<file path="config.mk">
export PLATFORM = sky130hd
export DESIGN_NAME = ivts_top
export DESIGN_NICKNAME = d
export VERILOG_FILES = /design/src/hw/ivts_pkg.sv /design/src/hw/ivts_prio_enc.sv /design/src/hw/ivts_top.sv
export VERILOG_INCLUDE_DIRS = /design/src /design/src/hw
export SDC_FILE = /design/constraint.sdc
export NUM_CORES = 1
export LEC_CHECK = 0
export ABC_AREA = 1
export BUFFER_PORTS_ARGS = -buffer_cell sky130_fd_sc_hd__buf_2
export CAP_MARGIN = 20
export CORE_MARGIN = 3
export CORE_UTILIZATION = 47
export CTS_BUF_LIST = sky130_fd_sc_hd__clkbuf_16
export CTS_CLUSTER_DIAMETER = 30
export DETAILED_ROUTE_END_ITERATION = 6
export PLACE_DENSITY = 0.95
export RECOVER_POWER = 25
export SKIP_LAST_GASP = 1
export SYNTH_ARGS = -nofsm -noshare
export SYNTH_HDL_FRONTEND = slang
export SYNTH_SLANG_ARGS = --single-unit
</file>
<file path="constraint.sdc">
create_clock -name clk -period 2.1 [get_ports clk]
set_input_delay 0 -clock clk [delete_from_list [all_inputs] [get_ports clk]]
set_output_delay 0 -clock clk [all_outputs]
set_load 0.005 [all_outputs]
</file>
<file path="src/hw/ivts_defs.svh">
// Purpose: Named constants for the interrupt vector table select block.
// Assumes: Program memory addresses are 24 bits wide, in address units.
// Notes: Included by bare name; definitions only.
`ifndef IVTS_DEFS_SVH
`define IVTS_DEFS_SVH

`define IVTS_ADDR_W 24
`define IVTS_VEC_W 7
`define IVTS_NUM_TRAPS 8
`define IVTS_NUM_IRQS 118
`define IVTS_RESET_ADDR 24'h000000
`define IVTS_RESET_TARGET_ADDR 24'h000002
`define IVTS_TABLE_BASE 24'h000004
`define IVTS_IRQ0_ENTRY 24'h000014
`define IVTS_ALT_IRQ0_ENTRY 24'h000114
`define IVTS_ALT_OFFSET 24'h000100
`define IVTS_LAST_ENTRY 24'h0000fe
`define IVTS_ALT_LAST_ENTRY 24'h0001fe
`define IVTS_CODE_START 24'h000200
`define IVTS_ALT_SEL_BIT 15
`define IVTS_CTRL_W 16

// Trap slots, in natural order.
`define IVTS_TRAP_OSC_FAIL 1
`define IVTS_TRAP_ADDR_ERR 2
`define IVTS_TRAP_STACK_ERR 3
`define IVTS_TRAP_MATH_ERR 4

// Request numbers of implemented sources.
`define IVTS_IRQ_EXT_ZERO 0
`define IVTS_IRQ_CAPTURE_ONE 1
`define IVTS_IRQ_COMPARE_ONE 2
`define IVTS_IRQ_TIMER_ONE 3
`define IVTS_IRQ_CAPTURE_TWO 5
`define IVTS_IRQ_COMPARE_TWO 6
`define IVTS_IRQ_TIMER_TWO 7
`define IVTS_IRQ_TIMER_THREE 8
`define IVTS_IRQ_SPI_ERROR 9
`define IVTS_IRQ_SPI_DONE 10
`define IVTS_IRQ_UART_RX 11
`define IVTS_IRQ_UART_TX 12
`define IVTS_IRQ_CONVERTER 13
`define IVTS_IRQ_I2C_SLAVE 16
`define IVTS_IRQ_I2C_MASTER 17
`define IVTS_IRQ_CHANGE_NOTIFY 19
`define IVTS_IRQ_EXT_ONE 20
`define IVTS_IRQ_CAPTURE_SEVEN 22
`define IVTS_IRQ_CAPTURE_EIGHT 23
`define IVTS_IRQ_EXT_TWO 29

`endif

</file>
<file path="src/hw/ivts_pkg.sv">
// Purpose: Types shared by the vector table select block.
// Assumes: Nothing beyond the constants header.
// Notes: States use Gray codes along boot, idle, fetch, load.
package ivts_pkg;

  typedef enum logic [1:0]
  {
    IVTS_ST_BOOT = 2'h0,
    IVTS_ST_IDLE = 2'h1,
    IVTS_ST_FETCH = 2'h3,
    IVTS_ST_LOAD = 2'h2
  } ivts_state_e;

endpackage

</file>
<file path="src/hw/ivts_prio_enc.sv">
// Purpose: Finds the lowest-numbered asserted request line.
// Assumes: Requests are already qualified by enable and user priority.
// Notes: Purely combinational; the caller registers the result.
`timescale 1ns/1ns
`default_nettype none

module ivts_prio_enc
#(
  parameter int WIDTH = 126,
  parameter int IDX_W = 7
)
(
  // Request lines.
  input wire logic [WIDTH-1:0] req,
  // Result.
  output logic found,
  output logic [IDX_W-1:0] index
);

  generate
    if (WIDTH > (1 << IDX_W))
    begin : g_bad_width
      $error("ivts_prio_enc: index too narrow for request width");
    end
  endgenerate

  // Scanning downward lets the lowest index be the last to overwrite.
  always_comb
  begin
    found = 1'b0;
    index = '0;
    for (int i = WIDTH - 1; i >= 0; i--)
    begin
      if (req[i])
      begin
        found = 1'b1;
        index = IDX_W'(i);
      end
    end
  end

endmodule

`default_nettype wire

</file>
<file path="src/hw/ivts_top.sv">
// Purpose: Vector table select and vector fetch sequencer.
// Assumes: Requests arrive already qualified; the core answers fetches.
// Notes: Reset restarts the core at the reset address, not through a vector.
`timescale 1ns/1ns
`default_nettype none

`include "ivts_defs.svh"

module ivts_top
#(
  parameter int NUM_IRQS = `IVTS_NUM_IRQS
)
(
  // Clock and reset.
  input wire logic clk,
  input wire logic rstn,
  // Second interrupt control register contents.
  input wire logic [`IVTS_CTRL_W-1:0] interrupt_control_two,
  // Trap sources.
  input wire logic osc_fail_trap,
  input wire logic addr_error_trap,
  input wire logic stack_error_trap,
  input wire logic math_error_trap,
  // Peripheral requests, already qualified.
  input wire logic ext_irq_zero,
  input wire logic capture_one_irq,
  input wire logic compare_one_irq,
  input wire logic timer_one_irq,
  input wire logic capture_two_irq,
  input wire logic compare_two_irq,
  input wire logic timer_two_irq,
  input wire logic timer_three_irq,
  input wire logic spi_error_irq,
  input wire logic spi_done_irq,
  input wire logic uart_receive_irq,
  input wire logic uart_transmit_irq,
  input wire logic converter_done_irq,
  input wire logic i2c_slave_irq,
  input wire logic i2c_master_irq,
  input wire logic change_notify_irq,
  input wire logic ext_irq_one,
  input wire logic capture_seven_irq,
  input wire logic capture_eight_irq,
  input wire logic ext_irq_two,
  input wire logic [NUM_IRQS-1:0] sw_force_irq,
  // Program memory read of a table entry.
  output logic fetch_req,
  output logic [`IVTS_ADDR_W-1:0] fetch_addr,
  input wire logic fetch_valid,
  input wire logic [`IVTS_ADDR_W-1:0] fetch_data,
  // Program counter load toward the core.
  output logic pc_load,
  output logic [`IVTS_ADDR_W-1:0] pc_value,
  // Acknowledge of the taken vector.
  output logic vec_ack,
  output logic [`IVTS_VEC_W-1:0] vec_num,
  output logic alt_table_active
);

  localparam int NUM_VECS = `IVTS_NUM_TRAPS + NUM_IRQS;

  generate
    if (NUM_IRQS < 1 || NUM_IRQS > `IVTS_NUM_IRQS)
    begin : g_bad_irqs
      $error("ivts_top: NUM_IRQS outside the table size");
    end
  endgenerate

  // Entry address of a vector; the alternate table is the same layout
  // shifted up by one fixed offset, so one formula serves both.
  function automatic logic [`IVTS_ADDR_W-1:0] vec_entry_addr
  (
    input logic [`IVTS_VEC_W-1:0] idx,
    input logic alt
  );
    logic [`IVTS_ADDR_W-1:0] base;
    base = alt ? (`IVTS_TABLE_BASE + `IVTS_ALT_OFFSET) : `IVTS_TABLE_BASE;
    vec_entry_addr = base + {16'h0000, idx, 1'b0};
  endfunction

  // The last alternate entry must end below the start of code.
  generate
    if (vec_entry_addr(7'(NUM_VECS - 1), 1'b1) >= `IVTS_CODE_START)
    begin : g_overlap
      $error("ivts_top: vector table overlaps application code");
    end
    if (vec_entry_addr(7'(`IVTS_NUM_TRAPS), 1'b1) != `IVTS_ALT_IRQ0_ENTRY
        || vec_entry_addr(7'(`IVTS_NUM_TRAPS), 1'b0) != `IVTS_IRQ0_ENTRY)
    begin : g_bad_irq0
      $error("ivts_top: request zero entry misplaced");
    end
    if (NUM_IRQS == `IVTS_NUM_IRQS &&
        vec_entry_addr(7'(NUM_VECS - 1), 1'b0) != `IVTS_LAST_ENTRY)
    begin : g_bad_last
      $error("ivts_top: last entry misplaced");
    end
  endgenerate

  logic [NUM_IRQS-1:0] hw_irq;
  logic [`IVTS_NUM_TRAPS-1:0] trap_vec;
  logic [NUM_VECS-1:0] pend_vec;
  logic pend_found;
  logic [`IVTS_VEC_W-1:0] pend_idx;
  ivts_pkg::ivts_state_e state_reg;
  logic alt_sel;

  assign alt_sel = interrupt_control_two[`IVTS_ALT_SEL_BIT];

  // Reserved request slots have no hardware source; only a software force reaches
  // them, so their entries are fetched only on purpose.
  always_comb
  begin
    hw_irq = '0;
    hw_irq[`IVTS_IRQ_EXT_ZERO] = ext_irq_zero;
    hw_irq[`IVTS_IRQ_CAPTURE_ONE] = capture_one_irq;
    hw_irq[`IVTS_IRQ_COMPARE_ONE] = compare_one_irq;
    hw_irq[`IVTS_IRQ_TIMER_ONE] = timer_one_irq;
    hw_irq[`IVTS_IRQ_CAPTURE_TWO] = capture_two_irq;
    hw_irq[`IVTS_IRQ_COMPARE_TWO] = compare_two_irq;
    hw_irq[`IVTS_IRQ_TIMER_TWO] = timer_two_irq;
    hw_irq[`IVTS_IRQ_TIMER_THREE] = timer_three_irq;
    hw_irq[`IVTS_IRQ_SPI_ERROR] = spi_error_irq;
    hw_irq[`IVTS_IRQ_SPI_DONE] = spi_done_irq;
    hw_irq[`IVTS_IRQ_UART_RX] = uart_receive_irq;
    hw_irq[`IVTS_IRQ_UART_TX] = uart_transmit_irq;
    hw_irq[`IVTS_IRQ_CONVERTER] = converter_done_irq;
    hw_irq[`IVTS_IRQ_I2C_SLAVE] = i2c_slave_irq;
    hw_irq[`IVTS_IRQ_I2C_MASTER] = i2c_master_irq;
    hw_irq[`IVTS_IRQ_CHANGE_NOTIFY] = change_notify_irq;
    hw_irq[`IVTS_IRQ_EXT_ONE] = ext_irq_one;
    hw_irq[`IVTS_IRQ_CAPTURE_SEVEN] = capture_seven_irq;
    hw_irq[`IVTS_IRQ_CAPTURE_EIGHT] = capture_eight_irq;
    hw_irq[`IVTS_IRQ_EXT_TWO] = ext_irq_two;
  end

  always_comb
  begin
    trap_vec = '0;
    trap_vec[`IVTS_TRAP_OSC_FAIL] = osc_fail_trap;
    trap_vec[`IVTS_TRAP_ADDR_ERR] = addr_error_trap;
    trap_vec[`IVTS_TRAP_STACK_ERR] = stack_error_trap;
    trap_vec[`IVTS_TRAP_MATH_ERR] = math_error_trap;
  end

  assign pend_vec = {hw_irq | sw_force_irq, trap_vec};

  // Lowest index wins, so traps beat interrupts and low numbers beat high.
  ivts_prio_enc
  #(
    .WIDTH(NUM_VECS),
    .IDX_W(`IVTS_VEC_W)
  )
  u_prio
  (
    .req(pend_vec),
    .found(pend_found),
    .index(pend_idx)
  );

  // Sequencer. Reset lands in the boot state, which loads the counter with
  // the reset address directly instead of fetching any table entry.
  always_ff @(posedge clk or negedge rstn)
  begin
    if (!rstn)
    begin
      state_reg <= ivts_pkg::IVTS_ST_BOOT;
    end
    else
    begin
      case (state_reg)
        ivts_pkg::IVTS_ST_BOOT:
          state_reg <= ivts_pkg::IVTS_ST_IDLE;
        ivts_pkg::IVTS_ST_IDLE:
          if (pend_found)
          begin
            state_reg <= ivts_pkg::IVTS_ST_FETCH;
          end
        ivts_pkg::IVTS_ST_FETCH:
          if (fetch_valid)
          begin
            state_reg <= ivts_pkg::IVTS_ST_LOAD;
          end
        ivts_pkg::IVTS_ST_LOAD:
          state_reg <= ivts_pkg::IVTS_ST_IDLE;
        default:
          state_reg <= ivts_pkg::IVTS_ST_IDLE;
      endcase
    end
  end

  // The table choice is frozen when a vector is taken, so a change of the
  // select bit during a fetch cannot split one entry across two tables.
  always_ff @(posedge clk or negedge rstn)
  begin
    if (!rstn)
    begin
      vec_num <= '0;
      alt_table_active <= 1'b0;
      fetch_req <= 1'b0;
      fetch_addr <= `IVTS_RESET_ADDR;
    end
    else if (state_reg == ivts_pkg::IVTS_ST_IDLE && pend_found)
    begin
      vec_num <= pend_idx;
      alt_table_active <= alt_sel;
      fetch_req <= 1'b1;
      fetch_addr <= vec_entry_addr(pend_idx, alt_sel);
    end
    else if (state_reg == ivts_pkg::IVTS_ST_FETCH && fetch_valid)
    begin
      fetch_req <= 1'b0;
    end
  end

  // Counter load: zero at boot, the fetched handler address otherwise.
  always_ff @(posedge clk or negedge rstn)
  begin
    if (!rstn)
    begin
      pc_load <= 1'b0;
      pc_value <= `IVTS_RESET_ADDR;
      vec_ack <= 1'b0;
    end
    else if (state_reg == ivts_pkg::IVTS_ST_BOOT)
    begin
      pc_load <= 1'b1;
      pc_value <= `IVTS_RESET_ADDR;
      vec_ack <= 1'b0;
    end
    else if (state_reg == ivts_pkg::IVTS_ST_FETCH && fetch_valid)
    begin
      pc_load <= 1'b1;
      pc_value <= fetch_data;
      vec_ack <= 1'b1;
    end
    else
    begin
      pc_load <= 1'b0;
      vec_ack <= 1'b0;
    end
  end

endmodule

`default_nettype wire

</file>
=== After elaboration in Yosys (flattened, before gate mapping) ===
Cells that the tools add are included.

* $mul: 0
* Muxes and demuxes: 255
* Div/mod/pow operators: 0
* Eq/ne operators: 5
* Bitwise logic cells: 1
* Reduce and logical (&&, ||, !) cells: 7
* $add $sub $neg: 1
* Shift operators: 0
* Magnitude comparators: 0

{| class="wikitable"
|+ Operators by type and width
! kind !! number
|-
| two-way mux 7 bit || 122
|-
| two-way mux 1 bit || 127
|-
| bitwise OR 30 x 118 -> 118 bit || 1
|-
| two-way mux 24 bit || 2
|-
| adder 9 x 8 -> 10 bit || 1
|-
| two-way mux 9 bit || 1
|-
| case mux 2 bit (3 select lines) || 1
|-
| == test 2 bit (second input constant) || 2
|-
| two-way mux 2 bit || 2
|-
| != test 2 bit (second input constant) || 2
|-
| nonzero test 2 bit || 2
|-
| == test 2 x 1 -> 1 bit (second input constant) || 1
|-
| logical AND 1 bit || 2
|-
| logical NOT 2 bit || 1
|-
| AND reduction 2 bit || 1
|-
| OR reduction 2 bit || 1
|}

* Bits of input ports: 185
* Output and inout bits: 59
* ROM bits: 0
* Memories kept: 0
* Bits in latches: 0
* Register bits after elaboration: 61
* RAM bits: 0

=== Logic depth before layout (Yosys ltp) ===
Gate-level depths: netlist of the first run.

* Depth in word-level cells: 125
* Depth in mapped cells: 121

=== By module ===
Synthesis of the first run repeated with hierarchy kept, for this count alone.

* Cells, all modules: 699
* Area, all modules: 4197.8 um2

{| class="wikitable"
|+ By module, submodules not included
! module !! area an instance (um2) !! times used !! cells an instance
|-
| ivts_top || 2110.8 || 1 || 234
|-
| ivts_prio_enc || 2087.0 || 1 || 465
|}

=== Worst setup path before layout of the first run ===
Ideal clock, no wire load.

* Path type: input to register
* From: in sw_force_irq[113]
* To: reg vec_num[0]
* Data arrival time: 5.088 ns
* Slack: -3.108 ns
* Setup time: 0.120 ns
* Stages on the path: 118
* Cells stage by stage: bufinv_8 -> nand2_1 -> nand2_1 -> nand2_1 -> nand2_1 -> nand2_1 -> nand2_1 -> nand2_1 -> nand2_1 -> nand2_1 -> nand2_1 -> nand2_1 -> nand2_1 -> nand2_1 -> nand2_1 -> nand2_1 -> nand2_1 -> nand2_1 -> (+82 left out) -> nand2_1 -> nand2_1 -> nand2_1 -> nand2_1 -> nand2_1 -> nand2_1 -> nand2_1 -> nand2_1 -> nand2_1 -> nand2_1 -> nand2_1 -> nand2_1 -> nand2_1 -> nand2_1 -> nand2_1 -> nand2_1 -> nand2_1 -> a21oi_2

* Longest elaborated chain between the ends: 120
* Elaborated cells between the ends (all ways): 238

{| class="wikitable"
|+ Ends and longest elaborated chain
! element !! line !! RTL
|-
| start, declared || ivts_top.sv:45 || <nowiki>input wire logic [NUM_IRQS-1:0] sw_force_irq,</nowiki>
|-
| bitwise OR 30 x 118 -> 118 bit * || ivts_top.sv:145 || <nowiki>assign pend_vec = {hw_irq | sw_force_irq, trap_vec};</nowiki>
|-
| two-way mux 1 bit (118 in a row) || ivts_prio_enc.sv:34 || <nowiki>if (req[i])</nowiki>
|-
| logical AND 1 bit || ivts_top.sv:202 || <nowiki>else if (state_reg == ivts_pkg::IVTS_ST_IDLE && pend_found)</nowiki>
|-
| end signal, assigned || ivts_top.sv:204 || <nowiki>vec_num <= pend_idx;</nowiki>
|-
| end, declared || ivts_top.sv:56 || <nowiki>output logic [`IVTS_VEC_W-1:0] vec_num,</nowiki>
|}

Mark *: on every way between the ends. The rest lies on a longest branch, timed or not.
A chain may end at the register's enable or synchronous reset.

=== Worst setup path in the final report of the first run ===
* From: in sw_force_irq[117]
* To: reg vec_num[0]

* Longest elaborated chain between the ends: 124
* Elaborated cells between the ends (all ways): 246

{| class="wikitable"
|+ Ends and longest elaborated chain
! element !! line
|-
| bitwise OR 30 x 118 -> 118 bit * || ivts_top.sv:145
|-
| two-way mux 1 bit (122 in a row) || ivts_prio_enc.sv:34
|-
| logical AND 1 bit || ivts_top.sv:202
|}

Marks and branches as above.

==> summary.md, run 1 <==
| Metric | Value |
|---|---|
| Status | `finished, violations left` |
| Failing checks | `hold timing, setup timing` |
| Clock sinks | `45` |
| Drt initial violations | `318` |
| Yosys reg bits | `45` |
| Largest net degree at the start of global routing | `46` |
| Post-route DRC | `0` |
| Delay-heaviest family, CP | `simple AND/OR/NAND/NOR gates` |
| Pins Over Slew Limit | `0` |
| Global route overflow | `0` |
| Worst-path clk slew | `60 ps` |
| Vias in the first global route | `4966` |
| IO Port Bufs | `213` |
| Syn Area/Cell | `5.61 um2` |
| Vias/cell | `4.78` |
| TritonCTS buffer count | `5` |
| Crit path from | `sw_force_irq[117]` |
| Peak VDD IR | `354 uV` |
| Die Ht | `95.5 um` |
| Setup_tns | `-20020 ps` |
| WP data required | `2280 ps` |
| Async set or reset register ratio after synthesis | `100%` |
| Clk_skew | `5.42 ps` |
| Site row count | `32` |
| Register area share after synthesis | `29.9%` |
| Highest-count cells in the layout ignoring fill and taps | `nand2_1, buf_2, inv_1, nor2_1, buf_4` |
| Area growth from synthesis to layout | `58.8%` |
| Crit end category | `register` |
| Clock root buffer | `clkbuf_16` |
| RSZ-0062 raised after global routing | `true` |
| Post-synthesis cell count | `672` |
| Worst hold start | `fetch_data[0]` |
| Worst setup path class | `in2reg` |
| Netlist cell types | `28` |
| Clk_lat worst skew | `290 ps` |
| Post-Route WL | `13900 um` |
| # placed instances | `1056` |
| Initial Util | `48.5%` |
| Critical R2R Launch | `state_reg[0]` |
| FMAX | `177 MHz` |
| Synth Cell Area | `3770 um2` |
| Post-route ant nets | `0` |
| Biggest register | `pc_value` |
| Post-route setup slack | `-3550 ps` |
| Final Cycle Share | `269%` |
| Number of flops mapped to enable cells by yosys | `0` |
| Max FFs per register | `24` |
| WP buf/inv | `1` |
| Nets | `1175` |
| Top cell by count, worst path | `nand2_1` |
| Worst slew pin tran | `1060 ps` |
| Non-filler cells, final | `1093` |
| Synth Warn # | `0` |
| Wirelength per Cell | `12.7 um` |
| Power density over the cells | `515 nW/um2` |
| Total number of H-tree levels | `2` |
| Crit-path slowest cell | `buf_2` |
| Biggest regs | `pc_value: 24 flops, fetch_addr: 8 flops, vec_num: 7 flops` |
| Dpl hpwl | `9900 um` |
| Pleak | `0.00364 uW` |
| Drt first pass iters | `5` |
| Antenna violations before repair | `2` |
| Worst min path class | `in2reg` |
| Core Box Area | `7770 um2` |
| Gr usage total | `29.6%` |
| Global-route wire length before repair | `21200 um` |
| Clock Path Buffers | `2` |
| # setup viols final | `10` |
| Die span in x | `95.5 um` |
| Hold Slack | `-10.3 ps` |
| Commonest non-fill, non-tap cell in the layout | `nand2_1` |
| CP arrival | `5820 ps` |
| Max-Cap Viols | `0` |
| Final hold violations | `2` |
| Max incr delay on CP | `110 ps` |
| Main synth FF type | `dfrtp_1` |
| Die area | `9130 um2` |
| Share of layout cells above drive strength 1 | `32.7%` |
| Boundary pin count | `244` |
| Slew headroom | `29.6%` |
| Max FO, Critical Path | `2` |
| Min Clock Period, post-route | `5650 ps` |
| Layout fillers | `541` |
| Vias | `5220` |
| CTS tree | `done` |
| Crit start category | `primary input` |
| GP Congestion | `0.846` |
## cell usage after synthesis, drive strengths merged, types with 4 or more instances
library cell,count,share of area (%)
nor4,8,1.3
nand3,12,1.6
a31oi,5,0.83
nor3,8,1.1
buf,17,3.3
bufinv,4,1.9
nand2,265,26
o21ai,36,4.8
a21oi,7,1.0
nor2,108,11
clkbuf,5,0.50
dfrtp,45,30
inv,135,13
## final cells by class
class	count	area (um2)	share of cell area [%]
clock inverters	3	37.5	0.627
inverters	140	574	9.60
well taps	102	128	2.13
repair buffers	318	1930	32.2
clock buffers	5	125	2.09
flip-flops and latches	45	1130	18.8
multi-input cells	479	2060	34.5
diodes	1	2.50	0.0418
## kinds of logic (layout without fill, tap and decap cells)
kind of cell | count (synthesis) | after routing | share of synthesized area, %
xor gates and xnor gates | 1 | 1 | 0.233
other | 1 | 16 | 0.0995
adders and majority gates | 1 | 1 | 0.332
DFF | 45 | 45 | 29.9
buffers and inverters | 162 | 466 | 19.2
AOI/OAI and AO/OA | 55 | 55 | 8.10
and+or+nand+nor | 407 | 407 | 42.1
## path summary, 6_finish.rpt
kind                            cells after the start  slack, ps      endpoint
worst min register to register                      2        480    vec_num[6]
worst min-delay path                                3        -10   pc_value[0]
min in group asynchronous                           2         50  pc_value[10]
max in group asynchronous                           3        800    vec_num[5]
worst max-delay path                              121      -3550    vec_num[0]
worst max register to register                      6        480  pc_value[16]
## through the flow
| step | area, um2 | util, % | total power, uW | worst slack (ps) | hold WS (ps) |
|---|---|---|---|---|---|
| 2_1_floorplan | 3840 | - | 1550 | -3090 | -296 |
| 3_3_place_gp | 5470 | 70.4 | 2030 | -3730 | 197 |
| 3_5_place_dp | 5470 | 70.4 | 2090 | -3820 | 212 |
| 4_1_cts | 5870 | 75.5 | 3010 | -3560 | 4.29 |
| 5_1_grt | 5980 | 77.0 | 3250 | -4780 | 12.7 |
| 6_report | 5980 | 77.0 | 3080 | -3550 | -10.3 |
## timing repair
item | in CTS | in global routing
endpoints found under the setup margin | 10 | 16
endpoints found under the hold margin | 67 | 0
pin swaps | 0 | 28
hold buffers | 23 | 0
resized for setup | 1 | 23
buffers inserted | 0 | 5
## layer usage
metal / vias up / GRT usage, % / routed length (um)
met5: - / 0 / 11
met4: 2 / 18.6 / 853
met3: 90 / 7.89 / 1090
met2: 275 / 53.3 / 7040
met1: 2253 / 29.9 / 4890
li1: 2600 / - / -
## worst min-delay path: cells and delay by family
kind,cells,cell delay [ps]
compound gates,1,90
buf+inv,1,90
simple gates,1,50
## where the power goes
part	leakage (uW)	switching, uW	total, uW	internal (uW)
clock network	0.0000826	336	889	553
registers	0.000565	111	1150	1030
logic	0.00299	547	1050	502
total	0.00364	994	3080	2090
Power figures use the tool's default switching activity.
==> run 2: changes to the inputs <==
--- a/config.mk
+++ b/config.mk
@@ -9,8 +9,7 @@
 export ABC_AREA = 1
 export BUFFER_PORTS_ARGS = -buffer_cell sky130_fd_sc_hd__buf_2
 export CAP_MARGIN = 20
-export CORE_MARGIN = 3
-export CORE_UTILIZATION = 47
+export CORE_UTILIZATION = 49
 export CTS_BUF_LIST = sky130_fd_sc_hd__clkbuf_16
 export CTS_CLUSTER_DIAMETER = 30
 export DETAILED_ROUTE_END_ITERATION = 6
@@ -19,4 +18,5 @@
 export SKIP_LAST_GASP = 1
 export SYNTH_ARGS = -nofsm -noshare
 export SYNTH_HDL_FRONTEND = slang
+export SYNTH_HIERARCHICAL = 1
 export SYNTH_SLANG_ARGS = --single-unit
==> constraint.sdc (replaced) <==
create_clock -name clk -period 2.1 [get_ports clk]
set_input_delay 0.315 -clock clk [delete_from_list [all_inputs] [get_ports clk]]
set_output_delay 0.315 -clock clk [all_outputs]
set_load 0.005 [all_outputs]
==> summary.md, run 2 <==
| Metric | Value |
|---|---|
| Async set or reset register ratio after synthesis | `100% (unchanged)` |
| Wirelength per Cell | `11.6 um (-8.8%)` |
| Largest net degree at the start of global routing | `26 (-43%)` |
| Global route overflow | `0 (unchanged)` |
| Sequential cell area | `1130 um2 (unchanged)` |
| Clock root buffer | `clkbuf_16` |
| Pins Over Slew Limit | `0 (unchanged)` |
| Net Sw Frac | `31.9% (-0.33 points)` |
| Highest-count cells in the layout ignoring fill and taps | `nand2_1, buf_2, inv_1, buf_4, nor2_1` |
| Worst-path clk slew | `70 ps (about the same)` |
| Die span in x | `94.6 um (-1.0%)` |
| Share of layout cells above drive strength 1 | `41.8% (+9.0 points)` |
| Post-place setup slack | `-4360 ps (-535 ps)` |
| Worst setup path class | `in2reg` |
| Global-route wire length before repair | `19900 um (-6.3%)` |
| Dpl hpwl | `10400 um (+5.4%)` |
| Number of flops mapped to enable cells by yosys | `0 (unchanged)` |
| Synth Warn # | `6 (+6)` |
| Biggest register | `pc_value` |
| # setup viols final | `12 (+2)` |
| Hold-fix buffers at CTS | `0 (-100%)` |
| Max-Cap Viols | `0 (unchanged)` |
| Clock sinks | `45 (unchanged)` |
| Die area | `8940 um2 (-2.0%)` |
| Gr usage total | `27.8% (-1.8 points)` |
| Peak VDD IR | `361 uV (+2.1%)` |
| CTS tree | `done` |
| ANT cells | `0 (-1)` |
| Drt first pass iters | `4 (-1)` |
| Int Power | `1960 uW (-6.1%)` |
| Synth Cell Area | `4200 um2 (+11%)` |
| Cells taking the most area after synthesis | `dfrtp_1, nand2_1, inv_1` |
| FMAX | `157 MHz (-12%)` |
| Area of the multi-input gates | `2300 um2 (+11%)` |
| Clk_skew | `7.95 ps (+2.52 ps)` |
| RSZ-0062 raised after global routing | `true` |
| Final hold violations | `0 (-2)` |
| Crit-path slowest cell | `buf_2` |
| Post-route ant nets | `0 (unchanged)` |
| Main synth FF type | `dfrtp_1` |
| Biggest regs | `pc_value: 24 flops, fetch_addr: 8 flops, vec_num: 7 flops` |
| Nets | `1212 (+3.1%)` |
| Most common cell in the netlist | `nand2_1` |
| Die Ht | `94.6 um (-1.0%)` |
| Post-route DRC | `0 (unchanged)` |
| Worst slew pin tran | `1230 ps (+173 ps)` |
| Post-route setup slack | `-4280 ps (-738 ps)` |
| Net Switching | `919 uW (-7.5%)` |
| Total number of H-tree levels | `2 (unchanged)` |
| Slew headroom | `18.1% (-12 points)` |
| Top cell by count, worst path | `nand2_1` |
| Setup_tns | `-26650 ps (-6630 ps)` |
| Largest area contributor in the netlist | `dfrtp_1` |
| Vias | `5245 (+0.48%)` |
| Yosys reg bits | `45 (unchanged)` |
| Drt initial violations | `127 (-60%)` |
| Worst min path class | `in2reg` |
| Site row count | `33 (+3.1%)` |
| Crit end category | `register` |
| TritonCTS buffer count | `5 (unchanged)` |
| Power density over the cells | `447 nW/um2 (-13%)` |
| Core Box Area | `8260 um2 (+6.3%)` |
| Commonest non-fill, non-tap cell in the layout | `nand2_1` |
| Clk_lat worst skew | `290 ps (about the same)` |
| Failing checks | `setup timing` |
| Vias in the first global route | `4873 (-1.9%)` |
| Sequential cell fraction of total power | `37.3% (about the same)` |
| Boundary pin count | `244 (unchanged)` |
| Netlist cell types | `32 (+14%)` |
| Overall Power | `2880 uW (-6.6%)` |
| Initial Util | `50.8% (+2.3 points)` |
| Register area share after synthesis | `26.8% (-3.1 points)` |
| Post-Route WL | `13100 um (-5.5%)` |
| Min Clock Period, post-route | `6380 ps (+738 ps)` |
| Combinational cell fraction of total power | `35.8% (+1.8 points)` |
| Post-synthesis cell count | `699 (+4.0%)` |
| Crit start category | `primary input` |
| Clock Power Share | `27.0% (-1.8 points)` |
| Top cells by count, synth | `nand2_1, inv_1, nor2_1` |
| Final Cycle Share | `304% (+35 points)` |
| GP Congestion | `0.811 (-4.1%)` |
| WP data required | `2330 ps (+50 ps)` |
| IO Port Bufs | `213 (unchanged)` |
| WP buf/inv | `2 (+1)` |
| Post-synth top area share | `26.8% (-3.1 points)` |
| Clock Path Buffers | `2 (unchanged)` |
| Syn Area/Cell | `6.01 um2 (+7.1%)` |
| Pleak | `0.00398 uW (+9.4%)` |
| Vias/cell | `4.63 (-3.0%)` |
| Status | `finished, violations left` |
| CP arrival | `6620 ps (+800 ps)` |
| Max FFs per register | `24 (unchanged)` |
| Area growth from synthesis to layout | `53.5%` |
| Max FO, Critical Path | `2 (unchanged)` |
| Layout fillers | `612 (+13%)` |
| Max incr delay on CP | `110 ps (about the same)` |
| Final core occ | `78.0% (+1.0 points)` |
| Antenna violations before repair | `0 (-2)` |
| Delay-heaviest family, CP | `simple AND/OR/NAND/NOR gates` |
## run 2: power by group through the flow
stage          Sequential [uW]  Combinational, uW  Clock (uW)
5_1_grt                   1090               1140         822
4_1_cts                   1070               1010         789
3_5_place_dp              1090                988           0
2_1_floorplan             1100                483           0
3_3_place_gp              1070                948           0
6_report                  1070               1030         777
## run 2: metrics by stage
step	std cells	hold slack, ps	instance area, um2
5_1_grt	1132	235	6440
3_5_place_dp	1122	328	6100
6_report	1132	232	6440
3_3_place_gp	1122	322	6100
4_1_cts	1132	21.3	6350
2_1_floorplan	722	19.4	4290
## run 2: cells by family (layout without fill, tap and decap cells)
logic type	after synthesis	count (layout)	share of synthesized area [%]
XOR/XNOR	1	1	0.209
AND/OR/NAND/NOR	410	410	39.6
AO/OA/AOI/OAI	57	57	8.61
other	1	24	0.0893
flip-flops	45	45	26.8
adder cells (fa/ha/maj)	1	1	0.298
buffers and inverters	184	489	24.4
## run 2: path summary, 6_finish.rpt
check | startpoint | end | cells past startpoint | slack, ps
max | sw_force_irq[116] | vec_num[0] | 126 | -4280
min | fetch_data[13] | pc_value[13] | 3 | 230
max reg2reg | state_reg[0] | pc_value[2] | 2 | 330
min reg2reg | vec_num[3] | vec_num[3] | 2 | 480
max in group asynchronous | rstn | state_reg[1] | 2 | 640
min in group asynchronous | rstn | pc_value[8] | 1 | 260
## run 2: worst reg2reg max path, stage by stage, from the launching register on
cell	delay, ps
dfrtp_1	450
o21ai_2	880
o21ai_0	260
## run 2: final cells by class
class	instances	share of cell area [%]
Inverter	162	13.1
Clock inverter	3	0.330
Multi-Input combinational cell	493	35.7
Clock buffer	5	1.94
Tap cell	105	2.04
Sequential cell	45	17.5
Timing Repair Buffer	319	29.5
## run 2: timing repair
item                                   in CTS  in global routing
endpoints found under the hold margin       0                  0
buffers inserted                            2                  1
setup endpoints to repair                  14                 16
resized for setup                          24                 27
pin swaps                                   3                 17
## run 2: metal layers
| metal | part of all wire [%] | vias up | global-route usage [%] |
|---|---|---|---|
| met1 | 37 | 2349 | 27.8 |
| met3 | 5.5 | 39 | 4.43 |
| met5 | 0 | - | 0 |
| met4 | 2.7 | 0 | 8.21 |
| met2 | 55 | 184 | 57.5 |
| li1 | - | 2673 | - |
==> run 3: changes to the inputs <==
--- a/config.mk
+++ b/config.mk
@@ -14,7 +14,6 @@
 export CTS_CLUSTER_DIAMETER = 30
 export DETAILED_ROUTE_END_ITERATION = 6
 export PLACE_DENSITY = 0.95
-export RECOVER_POWER = 25
 export SKIP_LAST_GASP = 1
 export SYNTH_ARGS = -nofsm -noshare
 export SYNTH_HDL_FRONTEND = slang
==> summary.md, run 3 (synthesis results as in run 2) <==
| Metric | Value |
|---|---|
| Status | `finished, violations left` |
| Failing checks | `setup timing` |
| Max FFs per register | `24 (unchanged)` |
| Drt initial violations | `128 (+0.79%)` |
| Global route overflow | `0 (unchanged)` |
| Biggest register | `pc_value` |
| RSZ-0062 raised after global routing | `true` |
| Min Clock Period, post-route | `6370 ps (-9.90 ps)` |
| Net Switching | `921 uW (+0.23%)` |
| Crit start category | `primary input` |
| ANT cells | `0 (unchanged)` |
| Crit-path slowest cell | `buf_2` |
| Clock root buffer | `clkbuf_16` |
| Post-route ant nets | `0 (unchanged)` |
| Biggest regs | `pc_value: 24 flops, fetch_addr: 8 flops, vec_num: 7 flops` |
| Crit end category | `register` |
| Largest net degree at the start of global routing | `26 (unchanged)` |
| Highest-count cells in the layout ignoring fill and taps | `nand2_1, buf_2, inv_1, buf_4, nor2_1` |
| Post-place setup slack | `-4360 ps (unchanged)` |
| Drt first pass iters | `4 (unchanged)` |
| Power density over the cells | `447 nW/um2 (about the same)` |
| Layout fillers | `609 (-0.49%)` |
| Vias/cell | `4.63 (unchanged)` |
| Final hold violations | `0 (unchanged)` |
| Die Ht | `94.6 um (unchanged)` |
| Global-route wire length before repair | `19900 um (unchanged)` |
| Slew headroom | `25.8% (+7.8 points)` |
| CTS tree | `done` |
| Nets | `1212 (unchanged)` |
| Worst-path clk slew | `70 ps (about the same)` |
| Worst min path class | `in2async` |
| Area growth from synthesis to layout | `53.9%` |
| Post-route DRC | `0 (unchanged)` |
| Pins Over Slew Limit | `0 (unchanged)` |
| Max FO, Critical Path | `2 (unchanged)` |
| Max incr delay on CP | `110 ps (about the same)` |
| Int Power | `1970 uW (+0.18%)` |
| Vias in the first global route | `4873 (unchanged)` |
| GP Congestion | `0.811 (unchanged)` |
| Dpl hpwl | `10400 um (unchanged)` |
| Site row count | `33 (unchanged)` |
| IO Port Bufs | `213 (unchanged)` |
| Max-Cap Viols | `0 (unchanged)` |
| Wirelength per Cell | `11.6 um (-0.30%)` |
| Boundary pin count | `244 (unchanged)` |
| CP arrival | `6610 ps (about the same)` |
| Post-route setup slack | `-4270 ps (+9.90 ps)` |
| Clock sinks | `45 (unchanged)` |
| Antenna violations before repair | `0 (unchanged)` |
| Clock Path Buffers | `2 (unchanged)` |
| Total number of H-tree levels | `2 (unchanged)` |
| Overall Power | `2890 uW (+0.19%)` |
| FMAX | `157 MHz (+0.16%)` |
| Hold Slack | `7.31 ps (-224 ps)` |
| Clk_skew | `8.64 ps (+0.695 ps)` |
| Vias | `5245 (unchanged)` |
| Initial Util | `50.8% (unchanged)` |
| Die span in x | `94.6 um (unchanged)` |
| Non-filler cells, final | `1132 (unchanged)` |
| Net Sw Frac | `31.9% (about the same)` |
| Clk_lat worst skew | `290 ps (about the same)` |
| Worst slew pin tran | `1110 ps (-116 ps)` |
| Core Box Area | `8260 um2 (unchanged)` |
| Pleak | `0.00399 uW (+0.20%)` |
| Top cell by count, worst path | `nand2_1` |
| Clock Power Share | `27.0% (about the same)` |
| # placed instances | `1122 (unchanged)` |
| Commonest non-fill, non-tap cell in the layout | `nand2_1` |
| Share of layout cells above drive strength 1 | `41.9% (+0.097 points)` |
| Hold-fix buffers at CTS | `0 (unchanged)` |
| Die area | `8940 um2 (unchanged)` |
| Sequential cell fraction of total power | `37.2% (about the same)` |
| Worst setup path class | `in2reg` |
| TritonCTS buffer count | `5 (unchanged)` |
| WP data required | `2330 ps (about the same)` |
| Peak VDD IR | `361 uV (about the same)` |
| # setup viols final | `12 (unchanged)` |
| Post-Route WL | `13100 um (-0.30%)` |
| Gr usage total | `27.8% (unchanged)` |
| Final Cycle Share | `304% (-0.47 points)` |
| Combinational cell fraction of total power | `35.8% (about the same)` |
==> run 3: cell count changes in the layout (fill, tap and decap cells not counted) <==
cell / change
buf_12: +1
clkbuf_2: -1
buf_2: +1
clkbuf_1: -1
==> run 3: stage by stage <==
stage | util, % | area (um2) | TNS (ps)
after floorplan | - | 4290 | -19400
after global placement | 73.8 | 6100 | -27820
after detailed placement | 73.8 | 6100 | -29670
after CTS | 76.9 | 6350 | -24650
after global routing | 78.2 | 6460 | -32550
final | 78.2 | 6460 | -26640
==> run 3: metal layers <==
metal,vias to the layer above,part of all wire (%),routed length (um),global-route usage (%)
met4,0,2.8,363,8.21
li1,2674,-,-,-
met2,181,55,7250,57.5
met1,2349,36,4750,27.8
met3,41,5.5,722,4.43
met5,-,0,0,0
==> run 3: path summary, 6_finish.rpt <==
kind	slack (ps)	to	cells after the start	start
hold reg to reg	480	vec_num[3]	2	vec_num[3]
setup / recovery	-4270	vec_num[0]	126	sw_force_irq[116]
max in group asynchronous	1590	state_reg[1]	2	rstn
hold / removal	7	pc_value[8]	1	rstn
min in group clk	230	pc_value[13]	3	fetch_data[13]
setup reg to reg	330	pc_value[2]	2	state_reg[0]
==> run 3: final cells by class <==
| type | instances | area [um2] | area share, % |
|---|---|---|---|
| inverter | 162 | 842 | 13.0 |
| clock buffer | 5 | 125 | 1.94 |
| tap | 105 | 131 | 2.03 |
| multi-input combinational | 493 | 2300 | 35.6 |
| sequential | 45 | 1130 | 17.4 |
| clock inverter | 3 | 21.3 | 0.329 |
| timing repair buffer | 319 | 1910 | 29.6 |
==> run 3: repair_timing <==
item,CTS,global route
resized for setup,24,27
pin swaps,3,17
endpoints found under the hold margin,0,0
setup endpoints to repair,14,16
setup buffers,2,1
==> run 3: power groups by stage <==
stage	sequential (uW)	clock, uW	combinational (uW)
6_report	1070	779	1030
4_1_cts	1070	789	1010
2_1_floorplan	1100	0	483
5_1_grt	1090	822	1150
3_5_place_dp	1090	0	988
3_3_place_gp	1070	0	948
==> run 3: worst max-delay path: cells and delay by family <==
| kind | cells | cell delay (ps) |
|---|---|---|
| compound gates | 1 | 110 |
| buf+inv | 2 | 160 |
| simple gates | 123 | 6080 |
